File: config.mk
export PLATFORM = sky130hd
export DESIGN_NAME = pmbo_top
export DESIGN_NICKNAME = d
export VERILOG_FILES = /design/src/pmbo_pkg.sv /design/src/pmbo_sync.sv /design/src/pmbo_top.sv
export SDC_FILE = /design/constraint.sdc
export NUM_CORES = 1
export LEC_CHECK = 0
export BUFFER_PORTS_ARGS = -buffer_cell sky130_fd_sc_hd__buf_2
export CELL_PAD_IN_SITES_DETAIL_PLACEMENT = 0
export CELL_PAD_IN_SITES_GLOBAL_PLACEMENT = 1
export CORE_ASPECT_RATIO = 1.4
export CORE_UTILIZATION = 36
export DETAILED_ROUTE_END_ITERATION = 6
export GPL_TIMING_DRIVEN = 0
export PLACE_DENSITY_LB_ADDON = 0.1
export SYNTH_ARGS = -nofsm -noshare
export SYNTH_HDL_FRONTEND = slang
export SYNTH_SLANG_ARGS = --single-unit
File: constraint.sdc
create_clock -name pclk -period 2 [get_ports pclk]
set_input_delay 0.2 -clock pclk [delete_from_list [all_inputs] [get_ports pclk]]
set_output_delay 0.2 -clock pclk [all_outputs]
set_load 0.02 [all_outputs]
File: src/pmbo_pkg.sv
// constants of the power monitor and brown-out block
// assumes a 32-bit APB register port and a single 125 MHz clock
package pmbo_pkg;

    // bus geometry
    localparam int unsigned PMBO_ADDR_W = 12;
    localparam int unsigned PMBO_DATA_W = 32;

    // register indices; byte address is four times the index
    localparam logic [9:0] PMBO_IDX_PWR_CTRL = 10'h087;
    localparam logic [9:0] PMBO_IDX_MON_CTRL = 10'h0A3;
    localparam logic [9:0] PMBO_IDX_TA_KEY = 10'h0A4;
    localparam logic [9:0] PMBO_IDX_CFG_BYTE = 10'h0A5;

    // monitor control field positions
    localparam int unsigned PMBO_BIT_DET_EN = 7;
    localparam int unsigned PMBO_BIT_THR_SEL = 6;
    localparam int unsigned PMBO_BIT_RST_SEL = 4;
    localparam int unsigned PMBO_BIT_EVT_FLAG = 3;
    localparam int unsigned PMBO_BIT_STATUS = 0;
    // power control field position
    localparam int unsigned PMBO_BIT_COLD = 4;
    // configuration byte field positions
    localparam int unsigned PMBO_CFG_DET_DIS = 7;
    localparam int unsigned PMBO_CFG_THR = 6;
    localparam int unsigned PMBO_CFG_RST_SEL = 4;

    // unprogrammed configuration byte
    localparam logic [7:0] PMBO_CFG_RESET = 8'hFF;
    // control bits as they stand before the first load
    localparam logic PMBO_DET_EN_RESET = 1'h0;
    localparam logic PMBO_THR_SEL_RESET = 1'h0;
    localparam logic PMBO_RST_SEL_RESET = 1'h1;

    // timed access key bytes
    localparam logic [7:0] PMBO_TA_KEY1 = 8'hAA;
    localparam logic [7:0] PMBO_TA_KEY2 = 8'h55;

    // timing
    localparam int unsigned PMBO_CLK_PERIOD_NS = 8;
    localparam int unsigned PMBO_TA_WINDOW_NS = 64;
    localparam int unsigned PMBO_TA_WINDOW_CYC =
        (PMBO_TA_WINDOW_NS / PMBO_CLK_PERIOD_NS < 1) ? 1 :
        PMBO_TA_WINDOW_NS / PMBO_CLK_PERIOD_NS;

    // timed access sequencer states
    typedef enum logic [1:0] {
        TA_IDLE,
        TA_HALF,
        TA_OPEN
    } pmbo_ta_e;

endpackage : pmbo_pkg

File: src/pmbo_sync.sv
// two-flop synchroniser for asynchronous level inputs
// assumes inputs are slow levels; only stage two may be read
`timescale 1ns/1ps
`default_nettype none
module pmbo_sync #(
    parameter int unsigned WIDTH = 2
) (
    // clock and reset
    input wire logic pclk,
    input wire logic presetn,
    // levels
    input wire logic [WIDTH-1:0] async_in,
    output logic [WIDTH-1:0] sync_out
);

    logic [WIDTH-1:0] meta_reg;

    // first stage feeds only the second
    always_ff @(posedge pclk or negedge presetn) begin
        if (!presetn) begin
            meta_reg <= '0;
            sync_out <= '0;
        end else begin
            meta_reg <= async_in;
            sync_out <= meta_reg;
        end
    end

endmodule : pmbo_sync
`default_nettype wire

File: src/pmbo_top.sv
// power-on flag, brown-out detection control and APB register file
// assumes comparator and power-on detector levels arrive asynchronously,
// warm reset and interrupt enables come from logic on pclk
//
// Function
// power-on detection sets cold-reset flag
// software clears cold flag; stays until power-on
// drop with reset-select 0 sets flag, interrupt
// drop with reset-select 1 resets the CPU
// flag set only on crossings, not levels
// flag set on falling and rising crossings; code sets it on a falling one only with reset-select 0
// flag cleared by software only
// irq when flag, irq enable, global enable
// detection enable loads inverted config bit 7
// detection runs only while enable is 1
// threshold select 0 low, 1 high
// threshold select loads inverted config bit
// status bit 0 is 1 above threshold
// software writes 0 to control bit 2
// control writes need timed access unlock
// software clears stale flag at initialisation
// unprogrammed config byte reads all ones
// cold flag kept across warm resets
// comparator synchronised, edges make events
// disabled detection suppresses flag, irq, reset
`timescale 1ns/1ps
`default_nettype none
module pmbo_top
    import pmbo_pkg::*;
(
    // clock and power-on reset
    input wire logic pclk,
    input wire logic presetn,
    // apb slave
    input wire logic psel,
    input wire logic penable,
    input wire logic pwrite,
    input wire logic [PMBO_ADDR_W-1:0] paddr,
    input wire logic [PMBO_DATA_W-1:0] pwdata,
    output logic [PMBO_DATA_W-1:0] prdata,
    output logic pready,
    output logic pslverr,
    // analog side
    input wire logic supply_below,
    input wire logic por_level_ok,
    output logic det_enable_out,
    output logic thr_select_out,
    // cpu, reset and interrupt side
    input wire logic warm_reset,
    input wire logic brownout_irq_enable,
    input wire logic global_irq_enable,
    output logic brownout_reset_req,
    output logic brownout_irq_req
);

    // synchronised analog levels
    logic [1:0] async_lv;
    logic [1:0] sync_lv;
    logic below_sync;
    logic por_sync;
    logic below_q_reg;
    logic por_q_reg;
    logic fall_xing;
    logic rise_xing;
    logic por_rise;

    // register state
    logic det_en_reg;
    logic thr_sel_reg;
    logic rst_sel_reg;
    logic evt_flag_reg;
    logic cold_flag_reg;
    logic [7:0] cfg_byte_reg;
    logic load_pend_reg;
    pmbo_ta_e ta_state_reg;
    logic [7:0] ta_cnt_reg;

    // bus decode
    logic [9:0] idx;
    logic hit;
    logic acc_start;
    logic wr_fire;
    logic wr_ctrl;
    logic wr_ctrl_ok;
    logic wr_pwr;
    logic wr_ta;
    logic wr_cfg;
    logic cfg_load;
    logic [7:0] rd_byte;

    // comparator synchroniser
    assign async_lv = {por_level_ok, supply_below};
    pmbo_sync #(
        .WIDTH(2)
    ) u_sync (
        .pclk(pclk),
        .presetn(presetn),
        .async_in(async_lv),
        .sync_out(sync_lv)
    );
    assign below_sync = sync_lv[0];
    assign por_sync = sync_lv[1];

    // delayed copies for edge detection
    always_ff @(posedge pclk or negedge presetn) begin
        if (!presetn) begin
            below_q_reg <= 1'h0;
            por_q_reg <= 1'h0;
        end else begin
            below_q_reg <= below_sync;
            por_q_reg <= por_sync;
        end
    end

    // crossings from synced edges
    assign fall_xing = below_sync & ~below_q_reg;
    assign rise_xing = ~below_sync & below_q_reg;
    assign por_rise = por_sync & ~por_q_reg;

    // bus decode and strobes
    assign idx = paddr[11:2];
    assign hit = (idx == PMBO_IDX_MON_CTRL) || (idx == PMBO_IDX_PWR_CTRL) ||
                 (idx == PMBO_IDX_TA_KEY) || (idx == PMBO_IDX_CFG_BYTE);
    assign acc_start = psel & penable & ~pready;
    assign wr_fire = psel & penable & pready & pwrite;
    assign wr_ctrl = wr_fire & (idx == PMBO_IDX_MON_CTRL);
    assign wr_pwr = wr_fire & (idx == PMBO_IDX_PWR_CTRL);
    assign wr_ta = wr_fire & (idx == PMBO_IDX_TA_KEY);
    assign wr_cfg = wr_fire & (idx == PMBO_IDX_CFG_BYTE);
    // control write honoured only while unlocked
    assign wr_ctrl_ok = wr_ctrl & (ta_state_reg == TA_OPEN);
    assign cfg_load = load_pend_reg | warm_reset;

    // pending load after power-on release
    always_ff @(posedge pclk or negedge presetn) begin
        if (!presetn) begin
            load_pend_reg <= 1'h1;
        end else begin
            load_pend_reg <= 1'h0;
        end
    end

    // config byte, unprogrammed all ones
    always_ff @(posedge pclk or negedge presetn) begin
        if (!presetn) begin
            cfg_byte_reg <= PMBO_CFG_RESET;
        end else if (wr_cfg) begin
            cfg_byte_reg <= pwdata[7:0];
        end
    end

    // timed access unlock sequencer
    always_ff @(posedge pclk or negedge presetn) begin
        if (!presetn) begin
            ta_state_reg <= TA_IDLE;
            ta_cnt_reg <= 8'h00;
        end else begin
            case (ta_state_reg)
                TA_IDLE: begin
                    if (wr_ta && pwdata[7:0] == PMBO_TA_KEY1) begin
                        ta_state_reg <= TA_HALF;
                    end
                end
                TA_HALF: begin
                    if (wr_ta && pwdata[7:0] == PMBO_TA_KEY2) begin
                        ta_state_reg <= TA_OPEN;
                        ta_cnt_reg <= 8'(PMBO_TA_WINDOW_CYC);
                    end else if (wr_ta) begin
                        ta_state_reg <= TA_IDLE;
                    end
                end
                TA_OPEN: begin
                    // window closes on use or on timeout
                    if (wr_ctrl || ta_cnt_reg == 8'h01) begin
                        ta_state_reg <= TA_IDLE;
                        ta_cnt_reg <= 8'h00;
                    end else begin
                        ta_cnt_reg <= ta_cnt_reg - 8'h01;
                    end
                end
                default: begin
                    ta_state_reg <= TA_IDLE;
                end
            endcase
        end
    end

    // control bits load from config at every reset
    always_ff @(posedge pclk or negedge presetn) begin
        if (!presetn) begin
            det_en_reg <= PMBO_DET_EN_RESET;
            thr_sel_reg <= PMBO_THR_SEL_RESET;
            rst_sel_reg <= PMBO_RST_SEL_RESET;
        end else if (cfg_load) begin
            det_en_reg <= ~cfg_byte_reg[PMBO_CFG_DET_DIS];
            thr_sel_reg <= ~cfg_byte_reg[PMBO_CFG_THR];
            rst_sel_reg <= cfg_byte_reg[PMBO_CFG_RST_SEL];
        end else if (wr_ctrl_ok) begin
            det_en_reg <= pwdata[PMBO_BIT_DET_EN];
            thr_sel_reg <= pwdata[PMBO_BIT_THR_SEL];
            rst_sel_reg <= pwdata[PMBO_BIT_RST_SEL];
        end
    end

    // sticky event flag, hardware set wins
    always_ff @(posedge pclk or negedge presetn) begin
        if (!presetn) begin
            evt_flag_reg <= 1'h0;
        end else if (det_en_reg && (rise_xing ||
                     (fall_xing && !rst_sel_reg))) begin
            evt_flag_reg <= 1'h1;
        end else if (wr_ctrl_ok) begin
            evt_flag_reg <= pwdata[PMBO_BIT_EVT_FLAG];
        end
    end

    // cold flag; warm reset leaves it alone
    always_ff @(posedge pclk or negedge presetn) begin
        if (!presetn) begin
            cold_flag_reg <= 1'h0;
        end else if (por_rise) begin
            cold_flag_reg <= 1'h1;
        end else if (wr_pwr) begin
            cold_flag_reg <= pwdata[PMBO_BIT_COLD];
        end
    end

    // reset request on a falling crossing
    always_ff @(posedge pclk or negedge presetn) begin
        if (!presetn) begin
            brownout_reset_req <= 1'h0;
        end else begin
            brownout_reset_req <= det_en_reg & rst_sel_reg & fall_xing;
        end
    end

    // interrupt request gate
    always_ff @(posedge pclk or negedge presetn) begin
        if (!presetn) begin
            brownout_irq_req <= 1'h0;
        end else begin
            brownout_irq_req <= evt_flag_reg & det_en_reg &
                                brownout_irq_enable & global_irq_enable;
        end
    end

    // analog controls
    always_ff @(posedge pclk or negedge presetn) begin
        if (!presetn) begin
            det_enable_out <= PMBO_DET_EN_RESET;
            thr_select_out <= PMBO_THR_SEL_RESET;
        end else begin
            det_enable_out <= det_en_reg;
            thr_select_out <= thr_sel_reg;
        end
    end

    // read multiplexer, reserved bits zero
    always_comb begin
        rd_byte = 8'h00;
        case (idx)
            PMBO_IDX_MON_CTRL: begin
                rd_byte[PMBO_BIT_DET_EN] = det_en_reg;
                rd_byte[PMBO_BIT_THR_SEL] = thr_sel_reg;
                rd_byte[PMBO_BIT_RST_SEL] = rst_sel_reg;
                rd_byte[PMBO_BIT_EVT_FLAG] = evt_flag_reg;
                rd_byte[PMBO_BIT_STATUS] = ~below_sync;
            end
            PMBO_IDX_PWR_CTRL: begin
                rd_byte[PMBO_BIT_COLD] = cold_flag_reg;
            end
            PMBO_IDX_CFG_BYTE: begin
                rd_byte = cfg_byte_reg;
            end
            default: begin
                rd_byte = 8'h00;
            end
        endcase
    end

    // apb answer: one wait state, error on unmapped index
    always_ff @(posedge pclk or negedge presetn) begin
        if (!presetn) begin
            pready <= 1'h0;
            pslverr <= 1'h0;
            prdata <= '0;
        end else if (acc_start) begin
            pready <= 1'h1;
            pslverr <= ~hit;
            prdata <= {24'h000000, rd_byte};
        end else begin
            pready <= 1'h0;
            pslverr <= 1'h0;
        end
    end

    // assertion helpers
    logic past_valid_reg;
    always_ff @(posedge pclk or negedge presetn) begin
        if (!presetn) begin
            past_valid_reg <= 1'h0;
        end else begin
            past_valid_reg <= 1'h1;
        end
    end
endmodule : pmbo_top
`default_nettype wire

==> flow_summary.toml, run 1 <==
[floorplan]
initial_core_util = 0.376
die_h_um = 94.6
die-area_um2 = 6440
die_x_um = 68.1
core_area_um2 = 5860
ioPinCount = 92
num_rows = 33

[synthesis]
syn_avg_cell_area_um2 = 11.1
yosysSeqAreaShare = 0.505
synth_cell_type_count = 47
synthCells = 199
netlist_area_um2 = 2200
synth_edf_count = 0
async_reset_ff_frac = 1.00
ys_warn_count = 0
synth.ff_latch_count = 44
synth_ff_type = "dfrtp_1"

[power]
power_density_nw_per_um2 = 627
p_leak_nw = 1.30
peakVddDrop_uv = 425
power_mw = 1.71

[routing]
via_count = 1673
drt_iter0_markers = 52
firstDrtPassIters = 4
routed_wl_um = 4690
final_antenna_net_count = 0
drc_errors = 0
wl_per_cell_um = 13.6
viasPerCell = 4.84

[setup_path]
critPathMaxFanout = 10
crit_type = "input pin to flip-flop"
setup.worst_path.start_class = "input pin"
crit_required_ns = 2.17
end_kind = "flip-flop"
rrSetupSlack_ns = 0.20
cp.arrival_ns = 2.04

[sta]
fmax_mhz = 535
hold_slack_ns = 0.0464
fin_crit_ns = 1.87
fin_setup_tns_ns = 0
finalHoldViolations = 0
min_period_over_period = 0.935
setup_viol = 0
drv_slew = 0
max-slew-margin-rel = 0.339
skew_ns = 0.00591
rsz0062_at_grt = "false"
tightest_slew_ns = 0.992

[final_layout]
n_fill_cell = 583
layout.nets = 331
multiInputGateArea_um2 = 950
drive_gt1_frac = 0.391
diodes = 0
area_delta_synth_final_pct = 24.0
final-seq-area_um2 = 1110

[place]
gp_congestion = 0.750
io_buffer_count = 41
dpl.hpwl_um = 3440

[clock_network]
insertion_delay_ns = 0.30
cts-root-buf = "clkbuf_8"
clock_path_buffers = 2
cts_made_buffers = 5
clkSinkCount = 44
cts.clk_slew.worst_paths_ns = 0.09
h-tree-depth = 2
tritoncts = "done"

[min_path]
min_path_type = "input pin to asynchronous set/reset pin"

[grt]
grt_pass1_wl_um = 7690
overflow = 0
grt_max_degree = 45
antenna_found_initial = 0
grt_util_all_layers = 0.163
grt_pass1_vias = 1561

[run]
cap_violations = 0

[status]
status = "completed"
-- report_power, final --
part	internal, mW	leakage (nW)	switching [mW]
combinational	0.0795	0.729	0.118
clock	0.283	0.0516	0.319
sequential	0.907	0.523	0.00797
total	1.27	1.30	0.445
-- cell usage after synthesis, types with 3 or more instances --
| cell type | number | area [um2] |
|---|---|---|
| nand4b_1 | 4 | 35.0 |
| nand3_1 | 5 | 25.0 |
| mux2_2 | 9 | 101 |
| o22ai_1 | 3 | 18.8 |
| dfstp_2 | 10 | 263 |
| a21oi_1 | 6 | 30.0 |
| mux2i_1 | 8 | 80.1 |
| nand2b_1 | 3 | 18.8 |
| buf_4 | 24 | 180 |
| a22oi_1 | 4 | 30.0 |
| nor3_1 | 3 | 15.0 |
| nand2_1 | 19 | 71.3 |
| nor4_1 | 3 | 18.8 |
| nor2_1 | 6 | 22.5 |
| o21ai_0 | 7 | 35.0 |
| dfrtp_1 | 34 | 851 |
| nand4_1 | 5 | 31.3 |
| inv_1 | 9 | 33.8 |
-- routing by layer --
metal / track usage / part of all wire / routed length (um)
met1: 0.197 / 0.42 / 1980
met2: 0.277 / 0.54 / 2520
met5: 0 / 0 / 0
met4: 0.0573 / 0.016 / 73
met3: 0.0350 / 0.023 / 109
-- timing repair --
action,in CTS,in global routing
buffers inserted,0,2
hold buffers,2,0
hold endpoints to repair,2,0
setup endpoints to repair,2,7
pin swaps,1,1
gates resized for setup,1,2
cloned,0,0
-- worst max-delay path: stages --
cell and delay [ns]:
buf_2 0.10, or4_4 0.52, buf_6 0.16, or4_4 0.57, o21ai_2 0.34, o221ai_1 0.15
-- kinds of logic (layout without fill, tap and decap cells) --
kind of cell    after synthesis  after routing  share of synthesized area
simple gates                 67             67                      0.195
flops                        44             44                      0.505
buf+inv                      37             90                      0.111
compound gates               29             29                     0.0858
mux                          17             17                     0.0823
fa+ha+maj                     2              2                     0.0114
xor+xnor                      2              2                    0.00795
other cells                   1             25                    0.00170
-- layout by cell type, fill, tap and decap left out, types with 2 or more instances in the layout --
master and n:
a21oi_1 6, a22oi_1 4, and3_1 2, and4b_1 2, buf_2 41, buf_4 26
buf_6 2, clkbuf_1 2, clkbuf_8 6, conb_1 25, dfrtp_1 34, dfstp_2 10
dlygate4sd3_1 2, ha_1 2, inv_1 9, mux2_2 9, mux2i_1 8, nand2_1 18
nand2b_1 3, nand3_1 5, nand4_1 5, nand4b_1 4, nor2_1 6, nor3_1 2
nor4_1 2, nor4_4 2, o21ai_0 7, o221ai_1 2, o22ai_1 3, or4_4 2
-- per-stage QoR --
step	std cells	util	instance area [um2]	worst slack (ns)
floorplan	223	-	2290	0.0205
global placement	334	0.441	2590	-0.317
detailed placement	334	0.441	2590	-0.340
CTS	344	0.462	2710	0.00912
global route	346	0.466	2730	0.0599
finish	346	0.466	2730	0.130
-- worst paths after layout --
kind	startpoint	to	depth (start not counted)
hold reg to reg	u_sync.meta_reg[0]	u_sync.sync_out[0]	0
setup reg to reg	ta_state_reg[0]	thr_sel_reg	4
min in group pclk	pwdata[3]	evt_flag_reg	3
setup / recovery	paddr[11]	ta_cnt_reg[2]	6
hold / removal	presetn	pslverr	1
max in group asynchronous	presetn	ta_cnt_reg[1]	1
-- area by class of cell --
class / count / area share
Buffer: 28 / 0.0770
Clock inverter: 2 / 0.00504
Inverter: 9 / 0.0124
Sequential cell: 44 / 0.408
Tap cell: 70 / 0.0321
Multi-Input combinational cell: 142 / 0.348
Clock buffer: 6 / 0.0302
Timing Repair Buffer: 45 / 0.0880
No activity file was read; power rests on OpenSTA's default activity.
==> inputs of run 2 (changes only) <==
--- a/config.mk
+++ b/config.mk
@@ -9,7 +9,7 @@
 export CELL_PAD_IN_SITES_DETAIL_PLACEMENT = 0
 export CELL_PAD_IN_SITES_GLOBAL_PLACEMENT = 1
 export CORE_ASPECT_RATIO = 1.4
-export CORE_UTILIZATION = 36
+export CORE_UTILIZATION = 38
 export DETAILED_ROUTE_END_ITERATION = 6
 export GPL_TIMING_DRIVEN = 0
 export PLACE_DENSITY_LB_ADDON = 0.1
==> constraint.sdc (replaced) <==
create_clock -name pclk -period 2.3 [get_ports pclk]
set_input_delay 0.23 -clock pclk [delete_from_list [all_inputs] [get_ports pclk]]
set_output_delay 0.23 -clock pclk [all_outputs]
set_load 0.02 [all_outputs]
==> flow_summary.toml, run 2 (same netlist as run 1, synthesis figures left out) <==
[power]
pwr-share-comb = 0.113
p_int_mw = 1.10
clockPowerShare = 0.350
swShare = 0.258
power_mw = 1.48
power_density_nw_per_um2 = 552
seq_power_share = 0.537
peakVddDrop_uv = 399
p_leak_nw = 1.28
switching_power_mw = 0.382

[floorplan]
initial_core_util = 0.396
die_x_um = 66.4
die_h_um = 92.1
num_rows = 32
core_area_um2 = 5570
ioPinCount = 92
die-area_um2 = 6110

[routing]
routed_wl_um = 4540
firstDrtPassIters = 4
final_antenna_net_count = 0
viasPerCell = 4.81
wl_per_cell_um = 13.4
drt_iter0_markers = 35
via_count = 1636
drc_errors = 0

[sta]
drv_slew = 0
finalHoldViolations = 0
fmax_mhz = 506
rsz0062_at_grt = "false"
skew_ns = 0.0102
setup_viol = 0
fin_crit_ns = 1.98
max-slew-margin-rel = 0.355
min_period_over_period = 0.859
tightest_slew_ns = 0.968

[grt]
overflow = 0
antenna_found_initial = 0
grt_pass1_vias = 1587
grt_util_all_layers = 0.162
grt_pass1_wl_um = 7490
grt_max_degree = 45

[clock_network]
clock_path_buffers = 2
cts.clk_slew.worst_paths_ns = 0.08
clkSinkCount = 44
h-tree-depth = 2
cts_made_buffers = 5
cts_resized = 0
cts-root-buf = "clkbuf_8"
postCtsHoldBufs = 0
insertion_delay_ns = 0.30
tritoncts = "done"
postCtsSetupBuffers = 0

[final_layout]
final_cell_mix = "buf_2, dfrtp_1, conb_1, buf_4, nand2_1"
diodes = 0
final_cell_count_no_fill = 340
final-seq-area_um2 = 1110
area_delta_synth_final_pct = 21.7
multiInputGateArea_um2 = 936
n_fill_cell = 549
post-route-util = 0.482
layout_commonest_cell = "buf_2"
fin_area_um2 = 2680
drive_gt1_frac = 0.379
layout.nets = 327

[setup_path]
crit_type = "input pin to flip-flop"
crit_chain = "buf_2, or4_4, buf_6, nor3_1, a22oi_1, o21ai_0"
r2r-start = "pready"
critPathSlowestCell = "nor3_1"
setup.worst_path.start_class = "input pin"
end_kind = "flip-flop"
rrSetupSlack_ns = 0.35
crit_required_ns = 2.51
reg2reg_to = "ta_cnt_reg[7]"
critPathMaxFanout = 10
cp.arrival_ns = 2.19
r2r_cells = 5
cp_slowest_stage_delay_ns = 0.75

[min_path]
hold_start = "por_level_ok"
min_to = "u_sync.meta_reg[1]"
hold_path_depth = 1
min_path_type = "input pin to flip-flop"

[place]
dpl.cell_count = 332
gp_congestion = 0.770
dpl.hpwl_um = 3430
place_area_um2 = 2580
io_buffer_count = 41

[run]
cap_violations = 0

[status]
status = "completed"
[run 2: changes by cell type in the layout (fill, tap and decap cells not counted), sizes merged]
| cell | before | now |
|---|---|---|
| buf | 69 | 67 |
| clkinvlp | 0 | 2 |
| dlygate4sd3 | 2 | 0 |
| clkinv | 1 | 0 |
| inv | 10 | 9 |
[run 2: area by class of cell]
type | instances | area share
Sequential cell | 44 | 0.415
Buffer | 28 | 0.0784
Clock buffer | 6 | 0.0308
Multi-Input combinational cell | 142 | 0.349
Inverter | 9 | 0.0126
Clock inverter | 2 | 0.00560
Tap cell | 68 | 0.0317
Timing Repair Buffer | 41 | 0.0765
[run 2: worst max-delay path by stage]
stage | cells after the start | slack, ns | startpoint | to
4_1_cts | 6 | 0.28 | paddr[11] | prdata[7]
3_3_place_gp | 6 | -0.007 | paddr[11] | prdata[4]
5_1_grt | 6 | 0.12 | paddr[11] | prdata[7]
6_report | 6 | 0.32 | paddr[11] | prdata[7]
2_1_floorplan | 5 | 0.29 | paddr[11] | ta_state_reg[0]
3_5_place_dp | 6 | -0.03 | paddr[11] | prdata[4]
[run 2: worst max-delay path, delay by kind of cell]
family	cells	cell delay [ns]
buffers and inverters	2	0.26
AOI/OAI and AO/OA	2	0.43
and+or+nand+nor	2	1.27
[run 2: metrics by stage]
stage | hold WS, ns | setup TNS (ns) | setup slack, ns
2_1_floorplan | -0.0656 | 0 | 0.291
3_3_place_gp | 0.334 | -0.00673 | -0.00673
3_5_place_dp | 0.336 | -0.0763 | -0.0344
4_1_cts | 0.0210 | 0 | 0.285
5_1_grt | 0.0140 | 0 | 0.120
6_report | 0.0326 | 0 | 0.323
[run 2: per-layer routing]
metal / GRT usage / vias to the layer above / share of wire
li1: - / 808 / -
met1: 0.187 / 792 / 0.41
met2: 0.293 / 31 / 0.54
met3: 0.0299 / 5 / 0.030
met4: 0.0532 / 0 / 0.014
met5: 0 / - / 0
[run 2: power groups by stage]
stage          logic, mW  clock network [mW]  registers, mW
2_1_floorplan     0.0984                   0          0.816
3_3_place_gp       0.167                   0          0.809
3_5_place_dp       0.169                   0          0.810
4_1_cts            0.169               0.539          0.795
5_1_grt            0.185               0.572          0.797
6_report           0.167               0.519          0.795
==> inputs of run 3 (changes only) <==
--- a/config.mk
+++ b/config.mk
@@ -7,11 +7,12 @@
 export LEC_CHECK = 0
 export BUFFER_PORTS_ARGS = -buffer_cell sky130_fd_sc_hd__buf_2
 export CELL_PAD_IN_SITES_DETAIL_PLACEMENT = 0
-export CELL_PAD_IN_SITES_GLOBAL_PLACEMENT = 1
+export CELL_PAD_IN_SITES_GLOBAL_PLACEMENT = 2
 export CORE_ASPECT_RATIO = 1.4
-export CORE_UTILIZATION = 38
+export CORE_UTILIZATION = 31
 export DETAILED_ROUTE_END_ITERATION = 6
 export GPL_TIMING_DRIVEN = 0
+export MAX_ROUTING_LAYER = met4
 export PLACE_DENSITY_LB_ADDON = 0.1
 export SYNTH_ARGS = -nofsm -noshare
 export SYNTH_HDL_FRONTEND = slang
==> flow_summary.toml, run 3 (same netlist as run 1, synthesis figures left out) <==
[power]
power_density_nw_per_um2 = 545
peakVddDrop_uv = 332
swShare = 0.257
p_int_mw = 1.10
power_mw = 1.48
switching_power_mw = 0.379
pwr-share-comb = 0.114
clockPowerShare = 0.348
p_leak_nw = 1.28
seq_power_share = 0.538

[setup_path]
setup.worst_path.start_class = "flip-flop"
critPathMaxFanout = 7
rrSetupSlack_ns = 0.30
r2r_cells = 5
crit_required_ns = 2.47
reg2reg_to = "ta_cnt_reg[7]"
cp.arrival_ns = 2.17
r2r-start = "pready"
worstSetupEndpoint = "ta_cnt_reg[7]"
crit_type = "flip-flop to flip-flop"
end_kind = "flip-flop"
crit_start = "pready"

[clock_network]
cts.clk_slew.worst_paths_ns = 0.09
tritoncts = "done"
clock_path_buffers = 2
cts_made_buffers = 5
cts-root-buf = "clkbuf_8"
clkSinkCount = 44
cts_resized = 0
postCtsSetupBuffers = 0
postCtsHoldBufs = 0
insertion_delay_ns = 0.30
h-tree-depth = 2

[sta]
rsz0062_at_grt = "false"
setup_viol = 0
finalWorstSetupSlack_ns = 0.303
fin_crit_ns = 2.00
tightest_slew_ns = 1.00
finalHoldViolations = 0
drv_slew = 0
fmax_mhz = 501
max-slew-margin-rel = 0.331
min_period_over_period = 0.868
skew_ns = 0.00784

[routing]
firstDrtPassIters = 4
final_antenna_net_count = 0
routed_wl_um = 5000
via_count = 1644
viasPerCell = 4.48
drt_iter0_markers = 56
drc_errors = 0
wl_per_cell_um = 13.6

[floorplan]
ioPinCount = 92
initial_core_util = 0.318
num_rows = 36
die-area_um2 = 7450
die_h_um = 102
die_x_um = 73.3
core_area_um2 = 6940

[grt]
antenna_found_initial = 0
grt_pass1_vias = 1592
grt_pass1_wl_um = 7970
grt_max_degree = 45
grt_util_all_layers = 0.149
overflow = 0

[final_layout]
layout.nets = 327
final_cell_mix = "buf_2, dfrtp_1, conb_1, buf_4, nand2_1"
layout_commonest_cell = "buf_2"
post-route-util = 0.391
drive_gt1_frac = 0.375
diodes = 0
fin_area_um2 = 2710
area_delta_synth_final_pct = 23.1

[place]
dp_slack_ns = -0.0521
dpl.hpwl_um = 3690
place_area_um2 = 2620
gp_congestion = 0.806
io_buffer_count = 41

[run]
cap_violations = 0

[min_path]
min_path_type = "input pin to flip-flop"

[status]
status = "completed"
run 3: changes by cell type in the layout (fill, tap and decap cells not counted), sizes merged:
| cell | delta |
|---|---|
| clkinvlp | -1 |
| clkbuf | +1 |
run 3: critical path, cell delays in order (launching register included):
cell	delay, ns
dfrtp_1	0.37
nand4_1	0.31
or4_1	0.57
clkbuf_1	0.18
nand2_1	0.27
o221ai_1	0.17
run 3: worst min-delay path by stage:
stage                       start                 end  cells past startpoint
6_report             por_level_ok  u_sync.meta_reg[1]                      1
5_1_grt              por_level_ok  u_sync.meta_reg[1]                      1
4_1_cts              por_level_ok  u_sync.meta_reg[1]                      1
3_5_place_dp   u_sync.meta_reg[0]  u_sync.sync_out[0]                      0
3_3_place_gp   u_sync.meta_reg[0]  u_sync.sync_out[0]                      0
2_1_floorplan             presetn         below_q_reg                      0
run 3: final cells by class:
| class | count | area (um2) |
|---|---|---|
| Buffer | 28 | 210 |
| Clock inverter | 1 | 7.51 |
| Sequential cell | 44 | 1110 |
| Multi-Input combinational cell | 142 | 936 |
| Clock buffer | 7 | 86.3 |
| Inverter | 9 | 33.8 |
| Tap cell | 95 | 119 |
| Timing Repair Buffer | 41 | 205 |
| Fill cell | 744 | 4230 |
run 3: stage by stage:
step	hold WS [ns]	setup TNS (ns)	cells
floorplan	-0.0656	0	223
detailed placement	0.339	-0.128	359
CTS	0.0330	0	367
finish	0.0358	0	367
global route	0.0269	0	367
global placement	0.334	-0.0975	359
run 3: metal layers:
| metal | vias to the layer above | track usage | part of all wire |
|---|---|---|---|
| met1 | 796 | 0.173 | 0.40 |
| li1 | 811 | - | - |
| met3 | 7 | 0.0249 | 0.024 |
| met4 | 0 | 0.0528 | 0.019 |
| met2 | 30 | 0.254 | 0.55 |
| met5 | - | - | 0 |
run 3: power groups by stage:
stage          Combinational (mW)  Sequential [mW]  Clock [mW]
2_1_floorplan              0.0984            0.816           0
3_3_place_gp                0.170            0.810           0
3_5_place_dp                0.170            0.810           0
4_1_cts                     0.171            0.795       0.540
5_1_grt                     0.187            0.797       0.554
6_report                    0.168            0.795       0.515
